File: src/core/arcc_map.svh
// How it works
// - Select code 00b, the reset value, drives the ready pin from the enabled channel that finishes last.
// - Select code 01b drives the ready pin from the OR of the data flags of all enabled channels.
// - Select codes 10b and 11b drive the ready pin from the enabled channel that finishes first.
// - With no data available the pin idles high when the float bit is 0b and floats when it is 1b.
// - On new data the pin goes low and stays low for format 0b, or gives a fixed low pulse for 1b.
// - Clock register bit 9 enables channel one and resets to 1b.
// - Clock register bit 8 enables channel zero and resets to 1b.
// - The turbo bit, bit 5, forces a ratio of 64 whatever the ratio field holds.
// - The ratio field maps 000b..111b to 128..8192 and 16256, and resets to 011b.
// - The power field gives very-low-power for 00b, low-power for 01b, high-resolution otherwise.
// - Clock register bits 15 to 10 are read-only and read as zero.
// - The clock register sits at index 3h and resets to 030Eh.
// - The mode register sits at index 2h and resets to 0510h.
// - The status register shows one data flag per channel, bit 0 and bit 1.
`ifndef ARCC_MAP_SVH
`define ARCC_MAP_SVH

// Register indices; the bus byte address is four times the index.
`define ARCC_IDX_STATUS 4'h1
`define ARCC_IDX_MODE 4'h2
`define ARCC_IDX_CLOCK 4'h3
`define ARCC_ADDR_STATUS {2'b00, `ARCC_IDX_STATUS, 2'b00}
`define ARCC_ADDR_MODE {2'b00, `ARCC_IDX_MODE, 2'b00}
`define ARCC_ADDR_CLOCK {2'b00, `ARCC_IDX_CLOCK, 2'b00}

// Reset values and masks.
`define ARCC_MODE_RST 16'h0510
`define ARCC_CLOCK_RST 16'h030e
`define ARCC_CLOCK_RW_MASK 16'h03ff

// Field positions.
`define ARCC_SEL_HI 3
`define ARCC_SEL_LO 2
`define ARCC_HIZ_BIT 1
`define ARCC_FMT_BIT 0
`define ARCC_CHANNEL_ONE_ENABLE_BIT 9
`define ARCC_CHANNEL_ZERO_ENABLE_BIT 8
`define ARCC_TBM_BIT 5
`define ARCC_OSR_HI 4
`define ARCC_OSR_LO 2
`define ARCC_PWR_HI 1
`define ARCC_PWR_LO 0

// Oversampling ratios.
`define ARCC_OSR_TURBO 15'h0040
`define ARCC_OSR_0 15'h0080
`define ARCC_OSR_1 15'h0100
`define ARCC_OSR_2 15'h0200
`define ARCC_OSR_3 15'h0400
`define ARCC_OSR_4 15'h0800
`define ARCC_OSR_5 15'h1000
`define ARCC_OSR_6 15'h2000
`define ARCC_OSR_7 15'h3f80

// Bus answers.
`define ARCC_RESP_OKAY 2'h0
`define ARCC_RESP_SLVERR 2'h2

// Fixed low pulse width of the ready pin in ns, and its cycle count.
`define ARCC_CLK_NS 20
`define ARCC_PULSE_NS 40
`define ARCC_PULSE_CYC ((`ARCC_PULSE_NS + `ARCC_CLK_NS - 1) / `ARCC_CLK_NS)

`endif

File: src/core/arcc_pkg.sv
package arcc_pkg;

   // Effective source of the ready pin.
   typedef enum logic [1:0] {
      ARCC_SRC_LAG,
      ARCC_SRC_OR,
      ARCC_SRC_LEAD
   } arcc_rdy_src_t;

   // Effective power mode.
   typedef enum logic [1:0] {
      ARCC_PWR_VLP,
      ARCC_PWR_LP,
      ARCC_PWR_HR
   } arcc_pwr_t;

   // Ready pin sequencer states.
   typedef enum logic [1:0] {
      ARCC_PIN_IDLE,
      ARCC_PIN_HOLD,
      ARCC_PIN_PULSE,
      ARCC_PIN_SPENT
   } arcc_pin_st_t;

endpackage

File: src/core/arcc_data_flag.sv
`timescale 1ns/10ps
// One channel's data-available flag.
module arcc_data_flag (
   input wire logic sys_clk_in,
   input wire logic sys_rst_in,
   input wire logic enable_in,
   input wire logic done_in,
   input wire logic clear_in,
   output logic flag_out
);

   // The set wins over a clear in the same cycle so no sample is lost.
   // A disabled channel keeps no flag at all.
   always_ff @(posedge sys_clk_in) begin
      if (sys_rst_in) begin
         flag_out <= 1'b0;
      end else if (!enable_in) begin
         flag_out <= 1'b0;
      end else if (done_in) begin
         flag_out <= 1'b1;
      end else if (clear_in) begin
         flag_out <= 1'b0;
      end
   end

endmodule

File: src/core/arcc_ready_pin.sv
`timescale 1ns/10ps
`include "arcc_map.svh"
// Shapes the conversion-ready pin from a data-available level.
module arcc_ready_pin
   import arcc_pkg::*;
(
   input wire logic sys_clk_in,
   input wire logic sys_rst_in,
   input wire logic avail_in,
   input wire logic pulse_fmt_in,
   input wire logic idle_float_in,
   output logic pin_out,
   output logic pin_oe_out
);

   arcc_pin_st_t state_r;
   logic [7:0] cnt_r;
   logic active_low;

   // State sequence: a pulse ends in SPENT until the level drops again.
   always_ff @(posedge sys_clk_in) begin
      if (sys_rst_in) begin
         state_r <= ARCC_PIN_IDLE;
      end else begin
         case (state_r)
            ARCC_PIN_IDLE: begin
               if (avail_in && pulse_fmt_in) begin
                  state_r <= ARCC_PIN_PULSE;
               end else if (avail_in) begin
                  state_r <= ARCC_PIN_HOLD;
               end
            end
            ARCC_PIN_HOLD: begin
               if (!avail_in) begin
                  state_r <= ARCC_PIN_IDLE;
               end
            end
            ARCC_PIN_PULSE: begin
               if (cnt_r == 8'(`ARCC_PULSE_CYC - 1)) begin
                  state_r <= avail_in ? ARCC_PIN_SPENT : ARCC_PIN_IDLE;
               end
            end
            ARCC_PIN_SPENT: begin
               if (!avail_in) begin
                  state_r <= ARCC_PIN_IDLE;
               end
            end
            default: begin
               state_r <= ARCC_PIN_IDLE;
            end
         endcase
      end
   end

   // Pulse width counter, restarted on every entry to the pulse.
   always_ff @(posedge sys_clk_in) begin
      if (sys_rst_in || state_r != ARCC_PIN_PULSE) begin
         cnt_r <= 8'h00;
      end else begin
         cnt_r <= cnt_r + 8'h01;
      end
   end

   assign active_low = (state_r == ARCC_PIN_HOLD) ||
                       (state_r == ARCC_PIN_PULSE);

   always_ff @(posedge sys_clk_in) begin
      if (sys_rst_in) begin
         pin_out <= 1'b1;
         pin_oe_out <= 1'b1;
      end else begin
         pin_out <= !active_low;
         pin_oe_out <= active_low || !idle_float_in;
      end
   end

endmodule

File: src/core/arcc_top.sv
`timescale 1ns/10ps
`include "arcc_map.svh"
// Ready-pin and clock configuration bank behind an AXI4-Lite slave.
module arcc_top
   import arcc_pkg::*;
(
   input wire logic sys_clk_in,
   input wire logic sys_rst_in,
   // AXI4-Lite write address channel.
   input wire logic [7:0] s_axi_awaddr_in,
   input wire logic s_axi_awvalid_in,
   output logic s_axi_awready_out,
   // AXI4-Lite write data channel.
   input wire logic [31:0] s_axi_wdata_in,
   input wire logic [3:0] s_axi_wstrb_in,
   input wire logic s_axi_wvalid_in,
   output logic s_axi_wready_out,
   // AXI4-Lite write response channel.
   output logic [1:0] s_axi_bresp_out,
   output logic s_axi_bvalid_out,
   input wire logic s_axi_bready_in,
   // AXI4-Lite read address channel.
   input wire logic [7:0] s_axi_araddr_in,
   input wire logic s_axi_arvalid_in,
   output logic s_axi_arready_out,
   // AXI4-Lite read data channel.
   output logic [31:0] s_axi_rdata_out,
   output logic [1:0] s_axi_rresp_out,
   output logic s_axi_rvalid_out,
   input wire logic s_axi_rready_in,
   // Converter datapath events.
   input wire logic [1:0] conv_done_in,
   input wire logic data_read_in,
   // Conversion-ready pin as output and output enable.
   output logic conversion_ready_pin_out,
   output logic conversion_ready_pin_oe_out,
   // Configuration and data flags seen by the converter.
   output logic [1:0] channel_enable_out,
   output logic [14:0] osr_ratio_out,
   output logic [1:0] power_mode_out,
   output logic [1:0] data_flag_out
);

   ////////////////////////////////////////////////////////////////////////
   // Declarations.

   logic [15:0] ready_pin_mode_config_r;
   logic [15:0] clock_channel_rate_config_r;
   logic [7:0] aw_addr_r;
   logic [31:0] w_data_r;
   logic [3:0] w_strb_r;
   logic aw_held_r;
   logic w_held_r;
   logic do_write;
   logic [15:0] wr_mask;
   logic [15:0] wr_bits;
   logic [31:0] rd_data_nxt;
   logic [1:0] rd_resp_nxt;
   logic [1:0] chan_en;
   logic [1:0] flags;
   logic [1:0] live;
   logic lead_valid_r;
   logic lead_ch_r;
   logic avail;
   logic [14:0] osr_nxt;
   arcc_rdy_src_t src_sel;
   arcc_pwr_t pwr_sel;

   ////////////////////////////////////////////////////////////////////////
   // Write path: address and data are taken independently and may come
   // in either order; the register write happens once both are held.

   always_ff @(posedge sys_clk_in) begin
      if (sys_rst_in) begin
         aw_held_r <= 1'b0;
         aw_addr_r <= 8'h00;
      end else if (s_axi_awvalid_in && s_axi_awready_out) begin
         aw_held_r <= 1'b1;
         aw_addr_r <= s_axi_awaddr_in;
      end else if (s_axi_bvalid_out && s_axi_bready_in) begin
         aw_held_r <= 1'b0;
      end
   end

   always_ff @(posedge sys_clk_in) begin
      if (sys_rst_in) begin
         w_held_r <= 1'b0;
         w_data_r <= 32'h0000_0000;
         w_strb_r <= 4'h0;
      end else if (s_axi_wvalid_in && s_axi_wready_out) begin
         w_held_r <= 1'b1;
         w_data_r <= s_axi_wdata_in;
         w_strb_r <= s_axi_wstrb_in;
      end else if (s_axi_bvalid_out && s_axi_bready_in) begin
         w_held_r <= 1'b0;
      end
   end

   // Each ready drops on its own handshake and returns with the response,
   // so only one write is ever in flight.
   always_ff @(posedge sys_clk_in) begin
      if (sys_rst_in) begin
         s_axi_awready_out <= 1'b1;
      end else if (s_axi_awvalid_in && s_axi_awready_out) begin
         s_axi_awready_out <= 1'b0;
      end else if (s_axi_bvalid_out && s_axi_bready_in) begin
         s_axi_awready_out <= 1'b1;
      end
   end

   always_ff @(posedge sys_clk_in) begin
      if (sys_rst_in) begin
         s_axi_wready_out <= 1'b1;
      end else if (s_axi_wvalid_in && s_axi_wready_out) begin
         s_axi_wready_out <= 1'b0;
      end else if (s_axi_bvalid_out && s_axi_bready_in) begin
         s_axi_wready_out <= 1'b1;
      end
   end

   assign do_write = aw_held_r && w_held_r && !s_axi_bvalid_out;

   // Only the two low byte lanes carry register bits.
   assign wr_mask = {{8{w_strb_r[1]}}, {8{w_strb_r[0]}}};
   assign wr_bits = w_data_r[15:0];

   // Write response; an unmapped or read-only address answers SLVERR.
   always_ff @(posedge sys_clk_in) begin
      if (sys_rst_in) begin
         s_axi_bvalid_out <= 1'b0;
         s_axi_bresp_out <= `ARCC_RESP_OKAY;
      end else if (do_write) begin
         s_axi_bvalid_out <= 1'b1;
         if (aw_addr_r == `ARCC_ADDR_MODE ||
             aw_addr_r == `ARCC_ADDR_CLOCK) begin
            s_axi_bresp_out <= `ARCC_RESP_OKAY;
         end else begin
            s_axi_bresp_out <= `ARCC_RESP_SLVERR;
         end
      end else if (s_axi_bready_in) begin
         s_axi_bvalid_out <= 1'b0;
      end
   end

   ////////////////////////////////////////////////////////////////////////
   // Registers.

   // mode register at index 2h
   // All sixteen bits are stored; only the low four steer this block.
   always_ff @(posedge sys_clk_in) begin
      if (sys_rst_in) begin
         ready_pin_mode_config_r <= `ARCC_MODE_RST;
      end else if (do_write && aw_addr_r == `ARCC_ADDR_MODE) begin
         ready_pin_mode_config_r <= (ready_pin_mode_config_r & ~wr_mask) |
                                    (wr_bits & wr_mask);
      end
   end

   // top bits never stored
   // Bits 7 and 6 keep what the host writes; it is expected to write zero.
   always_ff @(posedge sys_clk_in) begin
      if (sys_rst_in) begin
         clock_channel_rate_config_r <= `ARCC_CLOCK_RST;
      end else if (do_write && aw_addr_r == `ARCC_ADDR_CLOCK) begin
         clock_channel_rate_config_r <=
            ((clock_channel_rate_config_r & ~wr_mask) |
             (wr_bits & wr_mask)) & `ARCC_CLOCK_RW_MASK;
      end
   end

   ////////////////////////////////////////////////////////////////////////
   // Read path: the answer is registered one cycle after the address.

   always_comb begin
      rd_data_nxt = 32'h0000_0000;
      rd_resp_nxt = `ARCC_RESP_OKAY;
      case (s_axi_araddr_in)
         `ARCC_ADDR_STATUS: begin
            rd_data_nxt = {30'h0000_0000, flags};
         end
         `ARCC_ADDR_MODE: begin
            rd_data_nxt = {16'h0000, ready_pin_mode_config_r};
         end
         `ARCC_ADDR_CLOCK: begin
            rd_data_nxt = {16'h0000,
                           clock_channel_rate_config_r & `ARCC_CLOCK_RW_MASK};
         end
         default: begin
            rd_resp_nxt = `ARCC_RESP_SLVERR;
         end
      endcase
   end

   always_ff @(posedge sys_clk_in) begin
      if (sys_rst_in) begin
         s_axi_arready_out <= 1'b1;
         s_axi_rvalid_out <= 1'b0;
         s_axi_rdata_out <= 32'h0000_0000;
         s_axi_rresp_out <= `ARCC_RESP_OKAY;
      end else if (s_axi_arvalid_in && s_axi_arready_out) begin
         s_axi_arready_out <= 1'b0;
         s_axi_rvalid_out <= 1'b1;
         s_axi_rdata_out <= rd_data_nxt;
         s_axi_rresp_out <= rd_resp_nxt;
      end else if (s_axi_rvalid_out && s_axi_rready_in) begin
         s_axi_arready_out <= 1'b1;
         s_axi_rvalid_out <= 1'b0;
      end
   end

   ////////////////////////////////////////////////////////////////////////
   // Channel enables and data flags.

   assign chan_en[0] = clock_channel_rate_config_r[`ARCC_CHANNEL_ZERO_ENABLE_BIT];
   assign chan_en[1] = clock_channel_rate_config_r[`ARCC_CHANNEL_ONE_ENABLE_BIT];

   arcc_data_flag u_flag0 (
      .sys_clk_in(sys_clk_in),
      .sys_rst_in(sys_rst_in),
      .enable_in(chan_en[0]),
      .done_in(conv_done_in[0]),
      .clear_in(data_read_in),
      .flag_out(flags[0])
   );

   arcc_data_flag u_flag1 (
      .sys_clk_in(sys_clk_in),
      .sys_rst_in(sys_rst_in),
      .enable_in(chan_en[1]),
      .done_in(conv_done_in[1]),
      .clear_in(data_read_in),
      .flag_out(flags[1])
   );

   assign live = flags & chan_en;

   ////////////////////////////////////////////////////////////////////////
   // Ready source selection.

   always_comb begin
      case (ready_pin_mode_config_r[`ARCC_SEL_HI:`ARCC_SEL_LO])
         2'b00: src_sel = ARCC_SRC_LAG;
         2'b01: src_sel = ARCC_SRC_OR;
         default: src_sel = ARCC_SRC_LEAD;
      endcase
   end

   // Remember which enabled channel finished first in the current round.
   // Both finishing together counts channel zero as the leader.
   always_ff @(posedge sys_clk_in) begin
      if (sys_rst_in) begin
         lead_valid_r <= 1'b0;
         lead_ch_r <= 1'b0;
      end else if (live == 2'b00) begin
         lead_valid_r <= 1'b0;
      end else if (!lead_valid_r) begin
         lead_valid_r <= 1'b1;
         lead_ch_r <= !live[0];
      end
   end

   always_comb begin
      case (src_sel)
         ARCC_SRC_LAG: avail = (chan_en != 2'b00) && (live == chan_en);
         ARCC_SRC_OR: avail = live != 2'b00;
         ARCC_SRC_LEAD: avail = lead_valid_r ? live[lead_ch_r] :
                                               (live != 2'b00);
         default: avail = 1'b0;
      endcase
   end

   // idle level chosen by float bit
   // level or pulse on new data
   arcc_ready_pin u_pin (
      .sys_clk_in(sys_clk_in),
      .sys_rst_in(sys_rst_in),
      .avail_in(avail),
      .pulse_fmt_in(ready_pin_mode_config_r[`ARCC_FMT_BIT]),
      .idle_float_in(ready_pin_mode_config_r[`ARCC_HIZ_BIT]),
      .pin_out(conversion_ready_pin_out),
      .pin_oe_out(conversion_ready_pin_oe_out)
   );

   ////////////////////////////////////////////////////////////////////////
   // Rate and power decode for the converter.

   always_comb begin
      case (clock_channel_rate_config_r[`ARCC_OSR_HI:`ARCC_OSR_LO])
         3'b000: osr_nxt = `ARCC_OSR_0;
         3'b001: osr_nxt = `ARCC_OSR_1;
         3'b010: osr_nxt = `ARCC_OSR_2;
         3'b011: osr_nxt = `ARCC_OSR_3;
         3'b100: osr_nxt = `ARCC_OSR_4;
         3'b101: osr_nxt = `ARCC_OSR_5;
         3'b110: osr_nxt = `ARCC_OSR_6;
         default: osr_nxt = `ARCC_OSR_7;
      endcase
      if (clock_channel_rate_config_r[`ARCC_TBM_BIT]) begin
         osr_nxt = `ARCC_OSR_TURBO;
      end
   end

   always_comb begin
      case (clock_channel_rate_config_r[`ARCC_PWR_HI:`ARCC_PWR_LO])
         2'b00: pwr_sel = ARCC_PWR_VLP;
         2'b01: pwr_sel = ARCC_PWR_LP;
         default: pwr_sel = ARCC_PWR_HR;
      endcase
   end

   // Outputs are registered, so configuration reaches the converter one
   // cycle after the register write lands.
   always_ff @(posedge sys_clk_in) begin
      if (sys_rst_in) begin
         channel_enable_out <= 2'b11;
         osr_ratio_out <= `ARCC_OSR_3;
         power_mode_out <= ARCC_PWR_HR;
         data_flag_out <= 2'b00;
      end else begin
         channel_enable_out <= chan_en;
         osr_ratio_out <= osr_nxt;
         power_mode_out <= pwr_sel;
         data_flag_out <= flags;
      end
   end

endmodule

File: config.mk
export PLATFORM = sky130hd
export DESIGN_NAME = arcc_top
export DESIGN_NICKNAME = d
export VERILOG_FILES = /design/src/core/arcc_pkg.sv /design/src/core/arcc_data_flag.sv /design/src/core/arcc_ready_pin.sv /design/src/core/arcc_top.sv
export VERILOG_INCLUDE_DIRS = /design/src /design/src/core
export SDC_FILE = /design/constraint.sdc
export NUM_CORES = 1
export LEC_CHECK = 0
export ABC_AREA = 0
export BUFFER_PORTS_ARGS = -buffer_cell sky130_fd_sc_hd__buf_2
export CAP_MARGIN = 25
export CORE_MARGIN = 2
export CORE_UTILIZATION = 35
export DETAILED_ROUTE_END_ITERATION = 12
export PLACE_DENSITY = 0.62
export REMOVE_ABC_BUFFERS = 1
export SLEW_MARGIN = 20
export SYNTH_ARGS = -nofsm -noshare
export SYNTH_HDL_FRONTEND = slang
export SYNTH_HIERARCHICAL = 1
export SYNTH_SLANG_ARGS = --single-unit
File: constraint.sdc
create_clock -name sys_clk_in -period 2.54 [get_ports sys_clk_in]
set_input_delay 0.254 -clock sys_clk_in [delete_from_list [all_inputs] [get_ports sys_clk_in]]
set_output_delay 0.254 -clock sys_clk_in [all_outputs]
set_load 0.01 [all_outputs]
==> Yosys cells after proc, flatten, opt, wreduce, memory -nomap -nowiden <==
Index checks and enable logic that the tools add are counted.
{ "totals": {"regBits": 131, "in_bits": 62} }
{ "op_classes": {"n_addsub": 1, "n_mux": 33, "reduce_logical": 40, "n_lt_le_gt_ge": 1, "bitwise_logic": 11, "eq_ne": 24} }
{ "ops": {"columns": ["op", "n"], "rows": [
  ["$pmux 14 s7", 1],
  ["$pmux 16 s3", 1],
  ["$and 16x16->16", 2],
  ["$eq 8x4->1 const B", 4],
  ["$mux 1", 19],
  ["$not 16->16", 1],
  ["$or 16x16->16", 1],
  ["$reduce_bool 2->1", 8],
  ["$mux 2", 7],
  ["$logic_and 1x1->1", 11],
  ["$mux 11", 1],
  ["$and 10x10->10", 1],
  ["$logic_not 2->1", 5],
  ["$or 10x10->10", 1],
  ["$eq 3x3->1 const B", 3],
  ["$add 8x1->8 const B", 1],
  ["$eq 2x1->1 const B", 4],
  ["$eq 8x1->1 const B", 1],
  ["$eq 8x3->1 const B", 1],
  ["$pmux 2 s2", 2],
  ["$reduce_or 2->1", 4],
  ["$eq 2x2->1 const B", 3],
  ["$eq 3x2->1 const B", 2],
  ["$pmux 2 s3", 1],
  ["other kinds (15)", 25]
]} }

==> Logic depth before layout (Yosys ltp) <==
Gate-level depths: netlist of the first run.
{ "logic_depth": {"depth_word": 8, "mapped_depth": 8} }

==> Cells and area by module <==
The synthesis of the first run kept the hierarchy.
{ "modules_own_cells": {"columns": ["module", "instances", "cells_each", "area_per_inst_um2", "seq_area_each_um2"], "rows": [
  ["arcc_top", 1, 406, 3649.8, 1861.8],
  ["arcc_ready_pin", 1, 62, 594.3, 240.2],
  ["arcc_data_flag", 2, 4, 40.0, 20.0]
]} }

==> Worst setup path after synthesis of the first run <==
Ideal clock, no wire load.
{ "synth_timing": {"path_kind": "register to register", "start": "reg aw_addr_r[4]", "end": "reg (tool-made name)", "period_less_slack_ns": 1.860, "path_stages_with_launch": 6, "setup_time_ns": 0.128, "arrival_ns": 1.732, "slack_ns": 0.680, "path_buffers": 1, "cell_sequence": "dfxtp_1 -> or4b_1 -> buf_2 -> nor4_4 -> mux2i_1 -> nor2_1"} }
{ "synth_rtl": {"columns": ["item", "line", "text"], "rows": [
  ["from (decl)", "arcc_top.sv:49", "logic [7:0] aw_addr_r;"],
  ["from (signal assigned)", "arcc_top.sv:79", "aw_addr_r <= s_axi_awaddr_in;"]
]} }

==> results of run 1 <==
cell usage in the layout, fill, tap and decap left out, types with 9 or more instances in the layout:
master / Yosys / final
nand2_1: 62 / 62
a21oi_1: 44 / 44
clkbuf_16: 0 / 9
conb_1: 1 / 25
buf_2: 3 / 82
buf_4: 25 / 9
a22oi_1: 9 / 9
dfxtp_1: 107 / 107
nor2_1: 66 / 66
mux2i_1: 21 / 21
worst max-delay path: stages (launching register included):
cell and delay [ns]:
dfxtp_1 0.40, nand2_1 0.15, a21boi_0 0.24, a311oi_1 0.07, o21ai_0 0.45, nor3b_1 0.30, o21ai_2 0.11, mux2_4 0.30
final cells by class:
class,instances,area [um^2]
Fill cell,1221,6930
Inverter,8,30.0
Clock inverter,6,46.3
Timing Repair Buffer,91,478
Tap cell,147,184
Multi-Input combinational cell,335,1960
Sequential cell,107,2140
Clock buffer,10,239
metrics by stage:
step                      area [um^2]  total power, mW  worst slack, ns
after global routing             5080             3.53            0.145
after global placement           4800             2.07            0.571
after floorplan                  4130             1.95          -0.0526
final                            5080             3.37            0.406
after CTS                        5080             3.41            0.378
after detailed placement         4800             2.08            0.397
cells by family (layout without fill, tap and decap cells):
kind of cell               Yosys count  count (layout)
other                                1              25
AOI/OAI and AO/OA                   79              79
and+or+nand+nor                    186             186
buffers and inverters               58             115
xor gates and xnor gates             8               8
muxes                               30              30
adders and majority gates            7               7
DFF                                107             107
per-layer routing:
metal | up-vias | part of all wire
li1 | 1719 | -
met1 | 1535 | 0.45
met2 | 76 | 0.48
met3 | 13 | 0.053
met4 | 0 | 0.018
met5 | - | 0
power breakdown:
| part | internal (mW) | leakage [nW] | switching, mW |
|---|---|---|---|
| Sequential | 1.73 | 0.870 | 0.0357 |
| Combinational | 0.109 | 1.11 | 0.168 |
| Clock | 0.701 | 0.136 | 0.629 |
worst paths after layout:
kind                 endpoint  slack, ns  cells after the start
max reg2reg  u_pin/state_r[0]       0.41                      7
min reg2reg  u_pin/pin_oe_out       0.42                      1
max          u_pin/state_r[0]       0.41                      7
min              aw_addr_r[3]       0.14                      3
==> metrics.cfg, run 1 <==
[outcome]
status = completed

[global_route]
gr-total-overflow = 0
met3_usage = 0.0306
grt_use_met1 = 0.192
grt_pass1_wl_mm = 15.2
grt_use_met2 = 0.231
grt_max_degree = 44
top_usage_layer = met2
antenna_found_initial = 0
grt_pass1_vias = 3162
grt.total_usage = 0.146

[critical_path]
worstPathArrival_ns = 2.37
path_class = reg2reg
critPathMaxFanout = 6
required_ns = 2.78
endpoint_kind = register
cp-start-kind = register

[layout]
final_util = 0.423
syn2layout_area_growth_pct = 17.5
drive_gt1_frac = 0.228
n_antenna_cell = 0
nets = 621
final_cells = 704

[synth]
syn_inst = 476
seq_area_frac_synth = 0.495
synth_top_family_by_area = simple AND/OR/NAND/NOR gates
synth_xor_xnor_area_share = 0.0162
synth-edff-count = 0
yosysMostFrequentCell = dfxtp_1
ys_ff_latch = 107
synth_top_area_frac = 0.495
synth_compound_area_frac = 0.117
ys_top_cells_by_area = dfxtp_1 (50%), nor2_1 (5.7%), nand2_1 (5.4%), a21oi_1 (5.1%), mux2i_1 (4.9%)
yosysUniqueCellTypes = 48
synth-async-reset-ratio = 0
syn-cell-area_um2 = 4320
synthTopCellsByCount = dfxtp_1 (107), nor2_1 (66), nand2_1 (62), a21oi_1 (44), buf_4 (25)
synth_mux_area_frac = 0.0729
yosys_warnings = 6
synth_top_area_cell = dfxtp_1
yosys.area_share.adder = 0.0203
yosys.area_share.simple = 0.204
syn_area_per_cell_um2 = 9.08
synth_ff_type = dfxtp_1

[die]
die_h_um = 115
fp-row-count = 40
die-area_um2 = 13300
core-area_um2 = 12000
die_w_um = 115
io_pins = 126
start_util = 0.360

[sta]
setup_violations = 0
rsz0062_at_grt = no
hold_slack_ns = 0.140
slew-limit-headroom = 0.395
hold_violations = 0
report.final.slew_viol_count = 0
worst_slew_pin_slew_ns = 0.908
finalSetupTns_ns = 0
period_needed_ns = 2.13
worst_clock_skew_ns = 0.00674
post-route-period-util = 0.840
fmax_ghz = 0.469

[hold_path]
worstHoldStart = s_axi_awaddr_in[3]
hp-class = in2reg

[clock_network]
worstSkewPairLatency_ns = 0.35
root_buffer = clkbuf_16
cts_setup_buffers = 0
htreeDepth = 3
cts_tree = built
cts_buffers = 9
cts.path.max_buffers = 2
cts_resized = 0
clock_sinks = 107
ctsHoldBuffers = 0
clkTransAtPathRegs_ns = 0.07

[route]
ant_nets = 0
routedWlPerCell_um = 13.3
vias_per_cell = 4.75
vias = 3343
firstDrtPassIters = 4
wirelength_mm = 9.38
drc = 0
initialDrtViolationCount = 97

[place]
post-place-cells = 688
hpwl_mm = 6.67
routabilityCongestion = 0.742
portBuffers = 82

[run]
cap_violations = 0

[power_and_ir_drop]
leakage_nw = 2.12
power_density_nw_per_um2 = 663
ir_drop_uv = 274

No activity file was read; power rests on OpenSTA's default activity.
==> inputs of run 2 (changes only) <==
==> constraint.sdc (replaced) <==
create_clock -name sys_clk_in -period 2 [get_ports sys_clk_in]
set_input_delay 0.2 -clock sys_clk_in [delete_from_list [all_inputs] [get_ports sys_clk_in]]
set_output_delay 0.2 -clock sys_clk_in [all_outputs]
set_load 0.01 [all_outputs]
==> run 2 against run 1 <==
  * Clock-buffer cell count increased by 4
  * Clock skew fell by 0.0021 ns
  * Worst hold slack got worse by 0.046 ns
  * Sequential power is 27% higher
  * Largest cell class unchanged
==> metrics.cfg, run 2 (synthesis gave the netlist of run 1 again) <==
[outcome]
status = completed

[place]
post-place-cells = 694  ; +0.87%
routabilityCongestion = 0.729  ; -1.8%
hpwl_mm = 6.83  ; +2.4%
portBuffers = 82  ; unchanged

[critical_path]
required_ns = 2.23  ; -0.55 ns
path_class = reg2reg
endpoint_kind = register
cp-start-kind = register
critPathMaxFanout = 6  ; unchanged
worstPathArrival_ns = 2.12  ; -0.25 ns

[die]
die_h_um = 115  ; unchanged
start_util = 0.360  ; unchanged
fp-row-count = 40  ; unchanged
core-area_um2 = 12000  ; unchanged
die-area_um2 = 13300  ; unchanged
io_pins = 126  ; unchanged
die_w_um = 115  ; unchanged

[global_route]
grt_pass1_wl_mm = 15.4  ; +1.1%
grt_pass1_vias = 3246  ; +2.7%
grt.total_usage = 0.148  ; +0.00187
antenna_found_initial = 0  ; unchanged
grt_max_degree = 36  ; -18%
gr-total-overflow = 0  ; unchanged

[route]
met2RoutedLength_mm = 4.63  ; +3.3%
initialDrtViolationCount = 101  ; +4.1%
firstDrtPassIters = 4  ; unchanged
drc = 0  ; unchanged
routedWlPerCell_um = 13.5  ; +1.1%
ant_nets = 0  ; unchanged
vias_per_cell = 4.79  ; +0.90%
vias = 3397  ; +1.6%
wl_met3_um = 608  ; +23%
wirelength_met1_mm = 4.19  ; -1.2%
top_layer = met4
wirelength_mm = 9.55  ; +1.8%

[sta]
hold_violations = 0  ; unchanged
rsz0062_at_grt = no
report.final.slew_viol_count = 0  ; unchanged
post-route-period-util = 0.944  ; +0.104
slew-limit-headroom = 0.473  ; +0.0782
hold_slack_ns = 0.0940  ; -0.0463 ns
period_needed_ns = 1.89  ; -0.246 ns
worst_slew_pin_slew_ns = 0.789  ; -0.119 ns
setup_violations = 0  ; unchanged
fmax_ghz = 0.530  ; +13%
worst_clock_skew_ns = 0.00467  ; -0.00207 ns

[power_and_ir_drop]
ir_drop_uv = 497  ; +81%
leakage_nw = 2.15  ; +1.6%
power_density_nw_per_um2 = 830  ; +25%

[layout]
n_antenna_cell = 0  ; unchanged
layout_commonest_cell = dfxtp_1
multi_input_area_um2 = 1970  ; +0.19%
syn2layout_area_growth_pct = 18.9
drive_gt1_frac = 0.233  ; +0.00509
num-fill-cells = 1194  ; -2.2%
final_cells = 709  ; +0.71%
seq_area_um2 = 2140  ; unchanged
final_util = 0.428  ; +0.00479
nets = 627  ; +0.97%
final_cell_mix = dfxtp_1 (107), buf_2 (82), nor2_1 (66)

[hold_path]
hp-class = in2reg

[clock_network]
clock_sinks = 107  ; unchanged
cts_buffers = 9  ; unchanged
cts_tree = built
cts_setup_buffers = 0  ; unchanged
htreeDepth = 3  ; unchanged
clkTransAtPathRegs_ns = 0.06  ; about the same
cts.path.max_buffers = 2  ; unchanged
ctsHoldBuffers = 0  ; unchanged
root_buffer = clkbuf_16
worstSkewPairLatency_ns = 0.34  ; about the same

[run]
cap_violations = 0  ; unchanged

run 2: cell count changes in the layout (fill, tap and decap cells not counted):
cell and delta:
buf_12 +1, buf_4 +5, clkbuf_1 +2, clkbuf_8 +2
clkinv_2 -1, clkinvlp_4 -1, inv_6 -3, o21ai_0 -1
o21ai_1 +1, or4b_1 -1, or4b_4 +1
run 2: final timing paths:
check	start	to	slack, ns	depth (start not counted)
hold / removal	s_axi_awaddr_in[0]	aw_addr_r[0]	0.09	3
hold reg to reg	register	u_pin/pin_oe_out	0.43	1
setup reg to reg	u_flag1/flag_out	u_pin/state_r[0]	0.11	7
setup / recovery	u_flag1/flag_out	u_pin/state_r[0]	0.11	7
run 2: worst max-delay path, stage by stage, from the launching register on:
cell and delay, ns:
dfxtp_1 0.35, nand2_1 0.14, a21boi_0 0.22, a311oi_1 0.07, o21ai_1 0.29, nor3b_1 0.28
o21ai_2 0.11, mux2_4 0.31
run 2: cell type report:
type	count	share of cell area
clock buffers	14	0.0533
clock inverters	1	0.00146
inverters	8	0.00584
multi-input cells	335	0.383
flip-flops and latches	107	0.417
well taps	147	0.0358
repair buffers	97	0.104
run 2: what timing repair did:
item | 4_1_cts | 5_1_grt
pin swaps | 0 | 0
endpoints found under the setup margin | 1 | 5
gates resized for setup | 1 | 1
run 2: report_power, final:
part / total (mW) / internal [mW] / switching [mW]
Combinational: 0.362 / 0.144 / 0.218
Sequential: 2.24 / 2.19 / 0.0435
Clock: 1.67 / 0.941 / 0.726
run 2: stage by stage:
stage          cell area [um^2]  worst slack [ns]  power, mW  setup TNS, ns
3_5_place_dp               4850          -0.00492       2.65       -0.00492
6_report                   5140             0.112       4.26              0
5_1_grt                    5140          0.000197       4.46              0
4_1_cts                    5140            0.0837       4.32              0
2_1_floorplan              4130            -0.593       2.48          -5.08
3_3_place_gp               4850             0.115       2.63              0
run 2: layer usage:
| metal | vias to the layer above | track usage |
|---|---|---|
| met2 | 89 | 0.249 |
| met3 | 9 | 0.0490 |
| met4 | 0 | 0.0426 |
| met1 | 1572 | 0.180 |
| li1 | 1727 | - |
| met5 | - | 0 |
